### src/rtl/asram_pkg.sv
// Operation
// - Write data stands stable the setup time before the ending rising edge.
// - Select falls early enough for its access delay to end in time.
// - Write enable stays low at least 200 ns basic, 250 ns power-down.
// - Select stays low before write enable rises for the write pulse minimum.
// - Write enable may fall once address is stable; address holds until rise.
// - Address may change right after write enable rises.
package asram_pkg;

	localparam int ADDR_W              = 12;
	localparam int CLK_PERIOD_NS       = 5;
	// Slowest grade figures, in ns
	localparam int ADDRESS_ACCESS_DELAY_NS = 450;
	localparam int READ_CYCLE_TIME_NS      = 450;
	localparam int WRITE_CYCLE_TIME_NS     = 450;
	localparam int WRITE_PULSE_WIDTH_NS    = 250;
	localparam int SELECT_TO_WRITE_END_NS  = 250;
	localparam int WRITE_DATA_SETUP_NS     = 200;
	localparam int WRITE_RECOVERY_TIME_NS  = 0;
	localparam int DESELECT_TO_OUTPUT_OFF_NS = 100;
	localparam int DESELECT_TO_STANDBY_DELAY_NS = 200;

	// Least times round up
	localparam int READ_CYC    = (READ_CYCLE_TIME_NS + CLK_PERIOD_NS - 1)
		/ CLK_PERIOD_NS;
	localparam int ACCESS_CYC  = (ADDRESS_ACCESS_DELAY_NS + CLK_PERIOD_NS - 1)
		/ CLK_PERIOD_NS;
	localparam int PULSE_CYC   = (WRITE_PULSE_WIDTH_NS + CLK_PERIOD_NS - 1)
		/ CLK_PERIOD_NS;
	localparam int WCYCLE_CYC  = (WRITE_CYCLE_TIME_NS + CLK_PERIOD_NS - 1)
		/ CLK_PERIOD_NS;
	localparam int OFF_CYC     = (DESELECT_TO_OUTPUT_OFF_NS + CLK_PERIOD_NS - 1)
		/ CLK_PERIOD_NS;
	localparam int CNT_W       = 8;

	localparam logic [CNT_W-1:0] CNT_ZERO   = 8'h00;
	localparam logic [CNT_W-1:0] CNT_ONE    = 8'h01;
	localparam logic [CNT_W-1:0] ACCESS_CNT = CNT_W'(ACCESS_CYC);
	localparam logic [CNT_W-1:0] PULSE_CNT  = CNT_W'(PULSE_CYC);
	localparam logic [CNT_W-1:0] TAIL_CNT   = CNT_W'(WCYCLE_CYC - PULSE_CYC);
	localparam logic [CNT_W-1:0] OFF_CNT    = CNT_W'(OFF_CYC);

	typedef struct packed {
		logic              write;
		logic [ADDR_W-1:0] addr;
		logic              wdata;
	} asram_req_t;

	typedef struct packed {
		logic [ADDR_W-1:0] addr;
		logic              select_n;
		logic              write_enable_n;
		logic              din;
	} asram_pins_t;

	typedef enum logic [2:0] {
		ST_IDLE,
		ST_READ,
		ST_WPULSE,
		ST_WTAIL,
		ST_OFF
	} asram_state_t;

endpackage : asram_pkg

### src/rtl/asram_host.sv
`timescale 1ns/100ps
module asram_host
	import asram_pkg::*;
(
	// Clock and reset
	input  wire logic        core_clk,
	input  wire logic        reset,
	// Request side
	input  wire asram_req_t  req,
	input  wire logic        req_valid,
	output      logic        req_ready,
	output      logic        rdata_q,
	output      logic        rdata_valid_q,
	output      logic        wdone_q,
	// Memory pins
	output      asram_pins_t pins_q,
	input  wire logic        dout
);

	asram_state_t     state_q;
	logic [CNT_W-1:0] cnt_q;

	assign req_ready = (state_q == ST_IDLE);

	////////////////////////////////////////////////////////////////////////
	// Sequencer
	always_ff @(posedge core_clk) begin
		if (reset) begin
			state_q <= ST_IDLE;
			cnt_q   <= CNT_ZERO;
		end else begin
			unique case (state_q)
				ST_IDLE: begin
					if (req_valid) begin
						if (req.write) begin
							state_q <= ST_WPULSE;
							cnt_q   <= PULSE_CNT;
						end else begin
							state_q <= ST_READ;
							cnt_q   <= ACCESS_CNT;
						end
					end
				end
				ST_READ: begin
					if (cnt_q == CNT_ONE) begin
						state_q <= ST_OFF;
						cnt_q   <= OFF_CNT;
					end else begin
						cnt_q <= cnt_q - CNT_ONE;
					end
				end
				ST_WPULSE: begin
					if (cnt_q == CNT_ONE) begin
						state_q <= ST_WTAIL;
						cnt_q   <= TAIL_CNT;
					end else begin
						cnt_q <= cnt_q - CNT_ONE;
					end
				end
				ST_WTAIL: begin
					if (cnt_q <= CNT_ONE) begin
						state_q <= ST_OFF;
						cnt_q   <= OFF_CNT;
					end else begin
						cnt_q <= cnt_q - CNT_ONE;
					end
				end
				ST_OFF: begin
					if (cnt_q == CNT_ONE) begin
						state_q <= ST_IDLE;
					end else begin
						cnt_q <= cnt_q - CNT_ONE;
					end
				end
			endcase
		end
	end

	////////////////////////////////////////////////////////////////////////
	// Pin drive
	always_ff @(posedge core_clk) begin
		if (reset) begin
			pins_q <= '{addr: '0, select_n: 1'b1, write_enable_n: 1'b1,
				din: 1'b0};
		end else if (state_q == ST_IDLE && req_valid) begin
			pins_q.addr     <= req.addr;
			pins_q.din      <= req.wdata;
			pins_q.select_n <= 1'b0;
			pins_q.write_enable_n <= ~req.write;
		end else if (state_q == ST_WPULSE && cnt_q == CNT_ONE) begin
			pins_q.write_enable_n <= 1'b1;
		end else if ((state_q == ST_READ && cnt_q == CNT_ONE) ||
			(state_q == ST_WTAIL && cnt_q <= CNT_ONE)) begin
			pins_q.select_n <= 1'b1;
		end
	end

	////////////////////////////////////////////////////////////////////////
	// Read capture and completion
	always_ff @(posedge core_clk) begin
		if (reset) begin
			rdata_q       <= 1'b0;
			rdata_valid_q <= 1'b0;
			wdone_q       <= 1'b0;
		end else begin
			rdata_valid_q <= 1'b0;
			wdone_q       <= 1'b0;
			if (state_q == ST_READ && cnt_q == CNT_ONE) begin
				rdata_q       <= dout;
				rdata_valid_q <= 1'b1;
			end
			if (state_q == ST_WPULSE && cnt_q == CNT_ONE) begin
				wdone_q <= 1'b1;
			end
		end
	end

endmodule : asram_host

### config.mk
export PLATFORM = sky130hd
export DESIGN_NAME = asram_host
export DESIGN_NICKNAME = d
export VERILOG_FILES = /design/src/rtl/asram_pkg.sv /design/src/rtl/asram_host.sv
export SDC_FILE = /design/constraint.sdc
export NUM_CORES = 1
export LEC_CHECK = 0
export BUFFER_PORTS_ARGS = -buffer_cell sky130_fd_sc_hd__buf_2
export CAP_MARGIN = 30
export CORE_MARGIN = 10
export CORE_UTILIZATION = 52
export CTS_CLUSTER_DIAMETER = 150
export DETAILED_ROUTE_END_ITERATION = 10
export PLACE_DENSITY_LB_ADDON = 0.3
export SYNTH_ARGS = -nofsm -noshare
export SYNTH_HDL_FRONTEND = slang
export SYNTH_SLANG_ARGS = --single-unit
### constraint.sdc
create_clock -name core_clk -period 2.3 [get_ports core_clk]
set_input_delay 0.23 -clock core_clk [delete_from_list [all_inputs] [get_ports core_clk]]
set_output_delay 0.23 -clock core_clk [all_outputs]
set_load 0.03 [all_outputs]
==> impl_metrics.env, run 1 <==
export IMPL_cts_max_level=2
export IMPL_worstSetupStartpointType="register"
export IMPL_numCtsBuffers=5
export IMPL_cts_tree="built"
export IMPL_cp_data_arrival_time_ps=2360
export IMPL_required_ps=2540
export IMPL_die_width_um=73.9
export IMPL_rsz0062_at_grt="false"
export IMPL_hp_class="primary input to register"
export IMPL_syn_inst=197
export IMPL_clk_latency_ps=330
export IMPL_wl_um=4300
export IMPL_core_area_mm2=0.00276
export IMPL_vias=1644
export IMPL_clock_sinks=29
export IMPL_status="complete, no violations"
export IMPL_yosys_area_top_type="dfxtp_1"
export IMPL_cellPowerDensity_mw_per_mm2=1130
export IMPL_worst_setup_path_end_kind="register"
export IMPL_clockRootBuffer="clkbuf_4"
export IMPL_p_leak_uw=0.000798
export IMPL_max_cap_violations=0
export IMPL_synth_distinct_cells=44
export IMPL_start_util=0.547
export IMPL_gr_total_overflow=0
export IMPL_timing_final_crit_share=0.922
export IMPL_worstMarginPinSlew_ps=541
export IMPL_reg2reg_depth=5
export IMPL_postSynth_asyncResetShare=0
export IMPL_synth_seq_cells=29
export IMPL_antenna_found_initial=0
export IMPL_grt_pass1_vias=1510
export IMPL_port_buffer_count=36
export IMPL_num_rows=19
export IMPL_yosys_warnings=0
export IMPL_setup_viol=0
export IMPL_worst_clock_skew_ps=12.3
export IMPL_synth_fp_nets=217
export IMPL_ant_nets=0
export IMPL_cp_max_fo=7
export IMPL_dr_pass1_iters=5
export IMPL_grt_first_pass_wirelength_um=7020
export IMPL_cts_buffer_depth=2
export IMPL_yosys_top_cells_area="dfxtp_1, nand2_1, a21oi_1"
export IMPL_fmax_mhz=472
export IMPL_finalNonFillerCells=270
export IMPL_vias_per_cell=6.09
export IMPL_slew_violations=0
export IMPL_fp_dieArea_mm2=0.00546
export IMPL_synth_flop_cell="dfxtp_1"
export IMPL_ys_seq_area_frac=0.385
export IMPL_setup_tns_final_ps=0
export IMPL_post_cts_buffers=0
export IMPL_pin_count=37
export IMPL_worstPathCellList="or4_4 -> nor2_1 -> o22ai_1 -> or3_1 -> a2111oi_2"
export IMPL_cts_resized=0
export IMPL_r2r_setup_slack_ps=180
export IMPL_drtIter0Drc=139
export IMPL_wl_per_cell_um=15.9
export IMPL_drc_errors=0
export IMPL_crit_type="register to register"
export IMPL_ir_drop_mv=0.837
export IMPL_grt_max_degree=31
export IMPL_n_antenna_cell=0
export IMPL_synth_top_area_share=0.385
export IMPL_gp_congestion=0.971
export IMPL_track_usage=0.158
export IMPL_syn_avg_cell_area_um2=7.66
export IMPL_dp_cells=262
export IMPL_critPathMaxStageDelay_ps=580
export IMPL_synth_edf_count=0
export IMPL_synth_cell_area_mm2=0.00151
export IMPL_layout_nets=258
export IMPL_cp_slowest_cell="or4_4"
export IMPL_die_y_um=73.9
export IMPL_slew_headroom=0.639
export IMPL_period_needed_ps=2120
export IMPL_area_growth_pct=19.7
export IMPL_place_hpwl_um=3120
export IMPL_drive_above_1_share=0.251
export IMPL_hold_viol=0
export IMPL_cts_hold_buf=0
export IMPL_worstHoldPathCells=3
export IMPL_path_clk_slew_ps=100
==> state kept, by name, summed over array words and instances, names as in the netlist <==
register	count
pins_q	15
cnt_q	8
state_q	3
rdata_q	1
rdata_valid_q	1
wdone_q	1
==> worst paths after layout <==
path             start          to
min reg2reg  pins_q[9]   pins_q[9]
max           cnt_q[5]  state_q[0]
min             req[1]   pins_q[3]
max reg2reg   cnt_q[5]  state_q[0]
==> cells in the mapped netlist (all sizes together) (2+ instances only) <==
cell type / number
a211oi: 2
a21oi: 22
a31oi: 8
buf: 2
clkbuf: 10
dfxtp: 29
ha: 2
inv: 10
nand2: 35
nand2b: 7
nand3: 3
nor2: 17
nor3: 6
nor4: 3
o2111ai: 3
o211ai: 2
o21ai: 5
o21bai: 2
o22ai: 2
o31ai: 3
or3: 3
==> metal layers <==
metal,global-route usage,wire length [um],vias to the layer above
met5,0,0,-
met1,0.191,1730,750
met3,0.0633,465,14
met2,0.243,2010,92
met4,0.0621,85,0
li1,-,-,788
==> cell usage in the layout (no fill, tap or decap), types with 2 or more instances in the layout <==
cell	count
buf_2	36
nand2_1	35
dfxtp_1	29
a21oi_1	22
nor2_1	17
inv_1	10
buf_4	10
a31oi_1	8
nand2b_1	7
nor3_1	6
o21ai_0	5
clkbuf_4	5
or3_1	3
nand3_1	3
o2111ai_1	3
o31ai_1	3
a211oi_1	2
o21bai_1	2
o22ai_1	2
nor4_1	2
ha_1	2
clkinv_2	2
==> through the flow <==
step	total power [uW]	cell area, um^2	hold slack [ps]	util	setup WS [ps]
after CTS	2020	1810	118	0.655	197
after global placement	1710	1760	439	0.637	289
after detailed placement	1730	1760	443	0.637	224
after global routing	2190	1810	121	0.655	4.51
after floorplan	1420	1510	306	-	363
final	2050	1810	120	0.655	179
==> where the power goes <==
group,switching (uW),total (uW),internal [uW]
combinational,644,1030,386
sequential,123,720,597
clock,179,295,116
==> final cells by class <==
type | instances | area [um^2]
fillers | 256 | 951
multi-input cells | 146 | 843
flip-flops and latches | 29 | 581
repair buffers | 46 | 255
clock buffers | 6 | 41.3
well taps | 31 | 38.8
inverters | 10 | 37.5
clock inverters | 2 | 10.0
==> kinds of logic (layout without fill, tap and decap cells) <==
kind of cell / after synthesis / after routing / share of synthesized area
muxes: 1 / 1 / 0.00663
buffers and inverters: 22 / 64 / 0.0564
and+or+nand+nor: 82 / 82 / 0.262
adders and majority gates: 2 / 2 / 0.0166
xor gates and xnor gates: 1 / 1 / 0.00581
AOI/OAI and AO/OA: 60 / 60 / 0.268
DFF: 29 / 29 / 0.385
==> worst max-delay path, delay by kind of cell, from the launching register on <==
family,cells,cell delay [ps]
AND/OR/NAND/NOR,3,1130
AO/OA/AOI/OAI,2,520
flip-flops,1,390
No activity file was read; power rests on OpenSTA's default activity.
==> run 2: changes to the inputs <==
CORE_UTILIZATION = 47   (was 52)
clock period = 1.8 ns   (was 2.3 ns; I/O delays follow)
==> impl_metrics.env, run 2 (synthesis gave the netlist of run 1 again) <==
export IMPL_pin_count=37
export IMPL_drc_errors=0
export IMPL_p_leak_uw=0.000944
export IMPL_fp_dieArea_mm2=0.00588
export IMPL_fmax_mhz=527
export IMPL_worstSetupStartpointType="register"
export IMPL_vias_per_cell=5.52
export IMPL_rsz0062_at_grt="true"
export IMPL_start_util=0.494
export IMPL_cts_buffer_depth=2
export IMPL_wl_per_cell_um=15.0
export IMPL_max_cap_violations=0
export IMPL_utilization=0.689
export IMPL_cts_max_level=2
export IMPL_wl_um=4620
export IMPL_numCtsBuffers=5
export IMPL_worst_clock_skew_ps=6.21
export IMPL_n_antenna_cell=0
export IMPL_drive_above_1_share=0.377
export IMPL_timing_final_crit_share=1.05
export IMPL_port_buffer_count=36
export IMPL_cellPowerDensity_mw_per_mm2=1470
export IMPL_core_area_mm2=0.00305
export IMPL_area_growth_pct=39.5
export IMPL_slew_violations=0
export IMPL_hp_class="primary input to register"
export IMPL_final_cell_mix="buf_4, nand2_1, buf_2"
export IMPL_violations="setup timing"
export IMPL_track_usage=0.152
export IMPL_top_regs="pins_q x15, cnt_q x8, state_q x3"
export IMPL_gr_total_overflow=0
export IMPL_die_y_um=76.7
export IMPL_hold_viol=0
export IMPL_grt_pass1_vias=1612
export IMPL_regMostFlops="pins_q"
export IMPL_status="finished, violations left"
export IMPL_antenna_found_initial=0
export IMPL_clock_sinks=29
export IMPL_ant_nets=0
export IMPL_dr_pass1_iters=4
export IMPL_setup_tns_final_ps=-295
export IMPL_placedInstanceArea_mm2=0.00198
export IMPL_clockRootBuffer="clkbuf_4"
export IMPL_die_width_um=76.7
export IMPL_cp_max_fo=4
export IMPL_period_needed_ps=1900
export IMPL_setup_viol=4
export IMPL_grt_first_pass_wirelength_um=7490
export IMPL_grt_max_degree=31
export IMPL_path_clk_slew_ps=100
export IMPL_num_rows=20
export IMPL_worstMarginPinSlew_ps=560
export IMPL_cp_data_arrival_time_ps=2150
export IMPL_worst_setup_path_end_kind="register"
export IMPL_largest_reg_flops=15
export IMPL_drtIter0Drc=139
export IMPL_place_hpwl_um=3450
export IMPL_required_ps=2050
export IMPL_final_common_cell="buf_4"
export IMPL_gp_congestion=0.907
export IMPL_slew_headroom=0.627
export IMPL_clk_latency_ps=340
export IMPL_fin_area_mm2=0.00210
export IMPL_vias=1706
export IMPL_cts_hold_buf=0
export IMPL_worst_slack_ps=-98.8
export IMPL_hold_ws_ps=60.9
export IMPL_layout_nets=284
export IMPL_ir_drop_mv=1.04
export IMPL_crit_type="register to register"
export IMPL_cts_tree="built"
[run 2: cell types whose count changed in the layout (fill, tap and decap cells not counted), sizes merged]
cell      before  now
clkinvlp       0    1
buf           46   71
[run 2: critical path, stage by stage, from the launching register on]
cell,delay (ps)
dfxtp_4,370
or4_4,560
o211ai_2,180
a21oi_2,90
or3_1,320
a2111oi_2,280
[run 2: report_power, final]
part	switching (uW)	internal, uW	leakage, uW
clock	248	147	0.0000310
combinational	1000	799	0.000674
sequential	122	770	0.000240
total	1370	1720	0.000944
[run 2: per-layer routing]
layer	share of wire	GRT usage	up-vias	wire, um
met5	0	0	-	0
met3	0.074	0.0420	12	343
met1	0.40	0.173	794	1870
met2	0.50	0.259	58	2310
met4	0.022	0.0651	0	102
li1	-	-	842	-
[run 2: stage by stage]
step | std cells | power (uW) | worst slack, ps
final | 309 | 3090 | -98.8
after global routing | 309 | 3300 | -198
after CTS | 307 | 2950 | -104
after detailed placement | 299 | 2540 | -94.7
after global placement | 299 | 2520 | -75.9
after floorplan | 197 | 1890 | -32.6
[run 2: repair_timing]
action,in CTS,in global routing
pin swaps,1,3
setup buffers,0,2
resized for setup,3,9
endpoints found under the setup margin,7,12
[run 2: final timing paths]
| check | startpoint | depth (start not counted) | slack (ps) | endpoint |
|---|---|---|---|---|
| setup / recovery | cnt_q[5] | 5 | -100 | state_q[0] |
| setup reg to reg | cnt_q[5] | 5 | -100 | state_q[0] |
| hold reg to reg | pins_q[8] | 2 | 460 | pins_q[8] |
| hold / removal | req[2] | 3 | 60 | pins_q[4] |
[run 2: cell type report]
type	instances	area (um^2)
clock buffer	5	37.5
clock inverter	3	17.5
fill	269	948
inverter	10	37.5
multi-input combinational	146	917
sequential	29	587
tap	44	55.1
timing repair buffer	72	453
==> run 3: changes to the inputs <==
SKIP_CTS_REPAIR_TIMING = 1   (was not set)
==> impl_metrics.env, run 3 (synthesis gave the netlist of run 1 again) <==
export IMPL_track_usage=0.150
export IMPL_wl_per_cell_um=15.5
export IMPL_clockRootBuffer="clkbuf_4"
export IMPL_top_regs="pins_q x15, cnt_q x8, state_q x3"
export IMPL_timing_final_crit_share=1.08
export IMPL_grt_max_degree=31
export IMPL_cp_max_fo=4
export IMPL_vias_per_cell=5.44
export IMPL_place_hpwl_um=3450
export IMPL_p_leak_uw=0.000970
export IMPL_fmax_mhz=515
export IMPL_worstMarginPinSlew_ps=555
export IMPL_largest_reg_flops=15
export IMPL_status="finished, violations left"
export IMPL_worstSetupStartpointType="register"
export IMPL_vias=1693
export IMPL_start_util=0.494
export IMPL_max_cap_violations=0
export IMPL_hp_class="primary input to register"
export IMPL_slew_headroom=0.630
export IMPL_drc_errors=0
export IMPL_numCtsBuffers=5
export IMPL_grt_pass1_vias=1604
export IMPL_drive_above_1_share=0.419
export IMPL_hold_ws_ps=65.7
export IMPL_ant_nets=0
export IMPL_gp_congestion=0.907
export IMPL_wl_um=4840
export IMPL_utilization=0.715
export IMPL_die_y_um=76.7
export IMPL_dr_pass1_iters=4
export IMPL_rsz0062_at_grt="true"
export IMPL_die_width_um=76.7
export IMPL_pin_count=37
export IMPL_layout_nets=286
export IMPL_port_buffer_count=36
export IMPL_final_cell_mix="buf_4, buf_2, nand2_1"
export IMPL_clk_latency_ps=340
export IMPL_r2r_setup_slack_ps=-140
export IMPL_slew_violations=0
export IMPL_n_antenna_cell=0
export IMPL_cp_data_arrival_time_ps=2160
export IMPL_gr_total_overflow=0
export IMPL_cts_tree="built"
export IMPL_worst_clock_skew_ps=7.93
export IMPL_drtIter0Drc=135
export IMPL_hold_viol=0
export IMPL_grt_first_pass_wirelength_um=7420
export IMPL_area_growth_pct=44.7
export IMPL_final_common_cell="buf_4"
export IMPL_violations="setup timing"
export IMPL_cts_buffer_depth=2
export IMPL_clock_sinks=29
export IMPL_ir_drop_mv=0.976
export IMPL_required_ps=2020
export IMPL_regMostFlops="pins_q"
export IMPL_setup_viol=7
export IMPL_crit_type="register to register"
export IMPL_cellPowerDensity_mw_per_mm2=1480
export IMPL_core_area_mm2=0.00305
export IMPL_period_needed_ps=1940
export IMPL_path_clk_slew_ps=100
export IMPL_antenna_found_initial=0
export IMPL_worst_setup_path_end_kind="register"
export IMPL_num_rows=20
export IMPL_cts_max_level=2
export IMPL_worst_slack_ps=-142
export IMPL_fp_dieArea_mm2=0.00588
[run 3: cell count changes in the layout (fill, tap and decap cells not counted), sizes merged]
| cell | previous run | this run |
|---|---|---|
| buf | 71 | 74 |
| clkbuf | 6 | 5 |
[run 3: final cells by class]
type	instances	area (um^2)
Multi-Input combinational cell	146	977
Fill cell	255	870
Sequential cell	29	587
Timing Repair Buffer	74	472
Tap cell	44	55.1
Clock buffer	5	37.5
Inverter	10	37.5
Clock inverter	3	17.5
[run 3: critical path, cell delays in order (launching register included)]
cell and delay, ps:
dfxtp_4 370, or4_4 560, o311ai_1 500, buf_4 200, nor2_1 30, a21oi_1 110
nor2_1 50
[run 3: where the power goes]
group / switching (uW) / total [uW] / leakage (uW) / internal, uW
combinational: 1080 / 1940 / 0.000699 / 857
sequential: 125 / 895 / 0.000240 / 770
clock: 243 / 389 / 0.0000310 / 147
total: 1450 / 3230 / 0.000970 / 1770
[run 3: per-stage QoR]
stage | setup TNS [ps] | worst slack (ps) | cell area [um^2] | cells | total power [uW]
final | -510 | -142 | 2180 | 311 | 3230
after global routing | -1470 | -225 | 2180 | 311 | 3450
after CTS | -373 | -127 | 2040 | 307 | 2940
after detailed placement | -257 | -94.7 | 1980 | 299 | 2540
after global placement | -147 | -75.9 | 1980 | 299 | 2520
after floorplan | -47.9 | -32.6 | 1540 | 197 | 1890
[run 3: worst paths after layout]
path,start,end,cells after the start
worst max-delay path,cnt_q[5],cnt_q[0],6
worst max register to register,cnt_q[5],cnt_q[0],6
worst min register to register,pins_q[8],pins_q[8],2
worst min-delay path,req[2],pins_q[4],3
[run 3: layer usage]
layer / global-route usage / vias up / part of all wire / wire length, um
li1: - / 845 / - / -
met1: 0.172 / 789 / 0.41 / 1960
met2: 0.253 / 52 / 0.52 / 2500
met3: 0.0431 / 7 / 0.064 / 309
met4: 0.0651 / 0 / 0.014 / 68
met5: 0 / - / 0 / 0
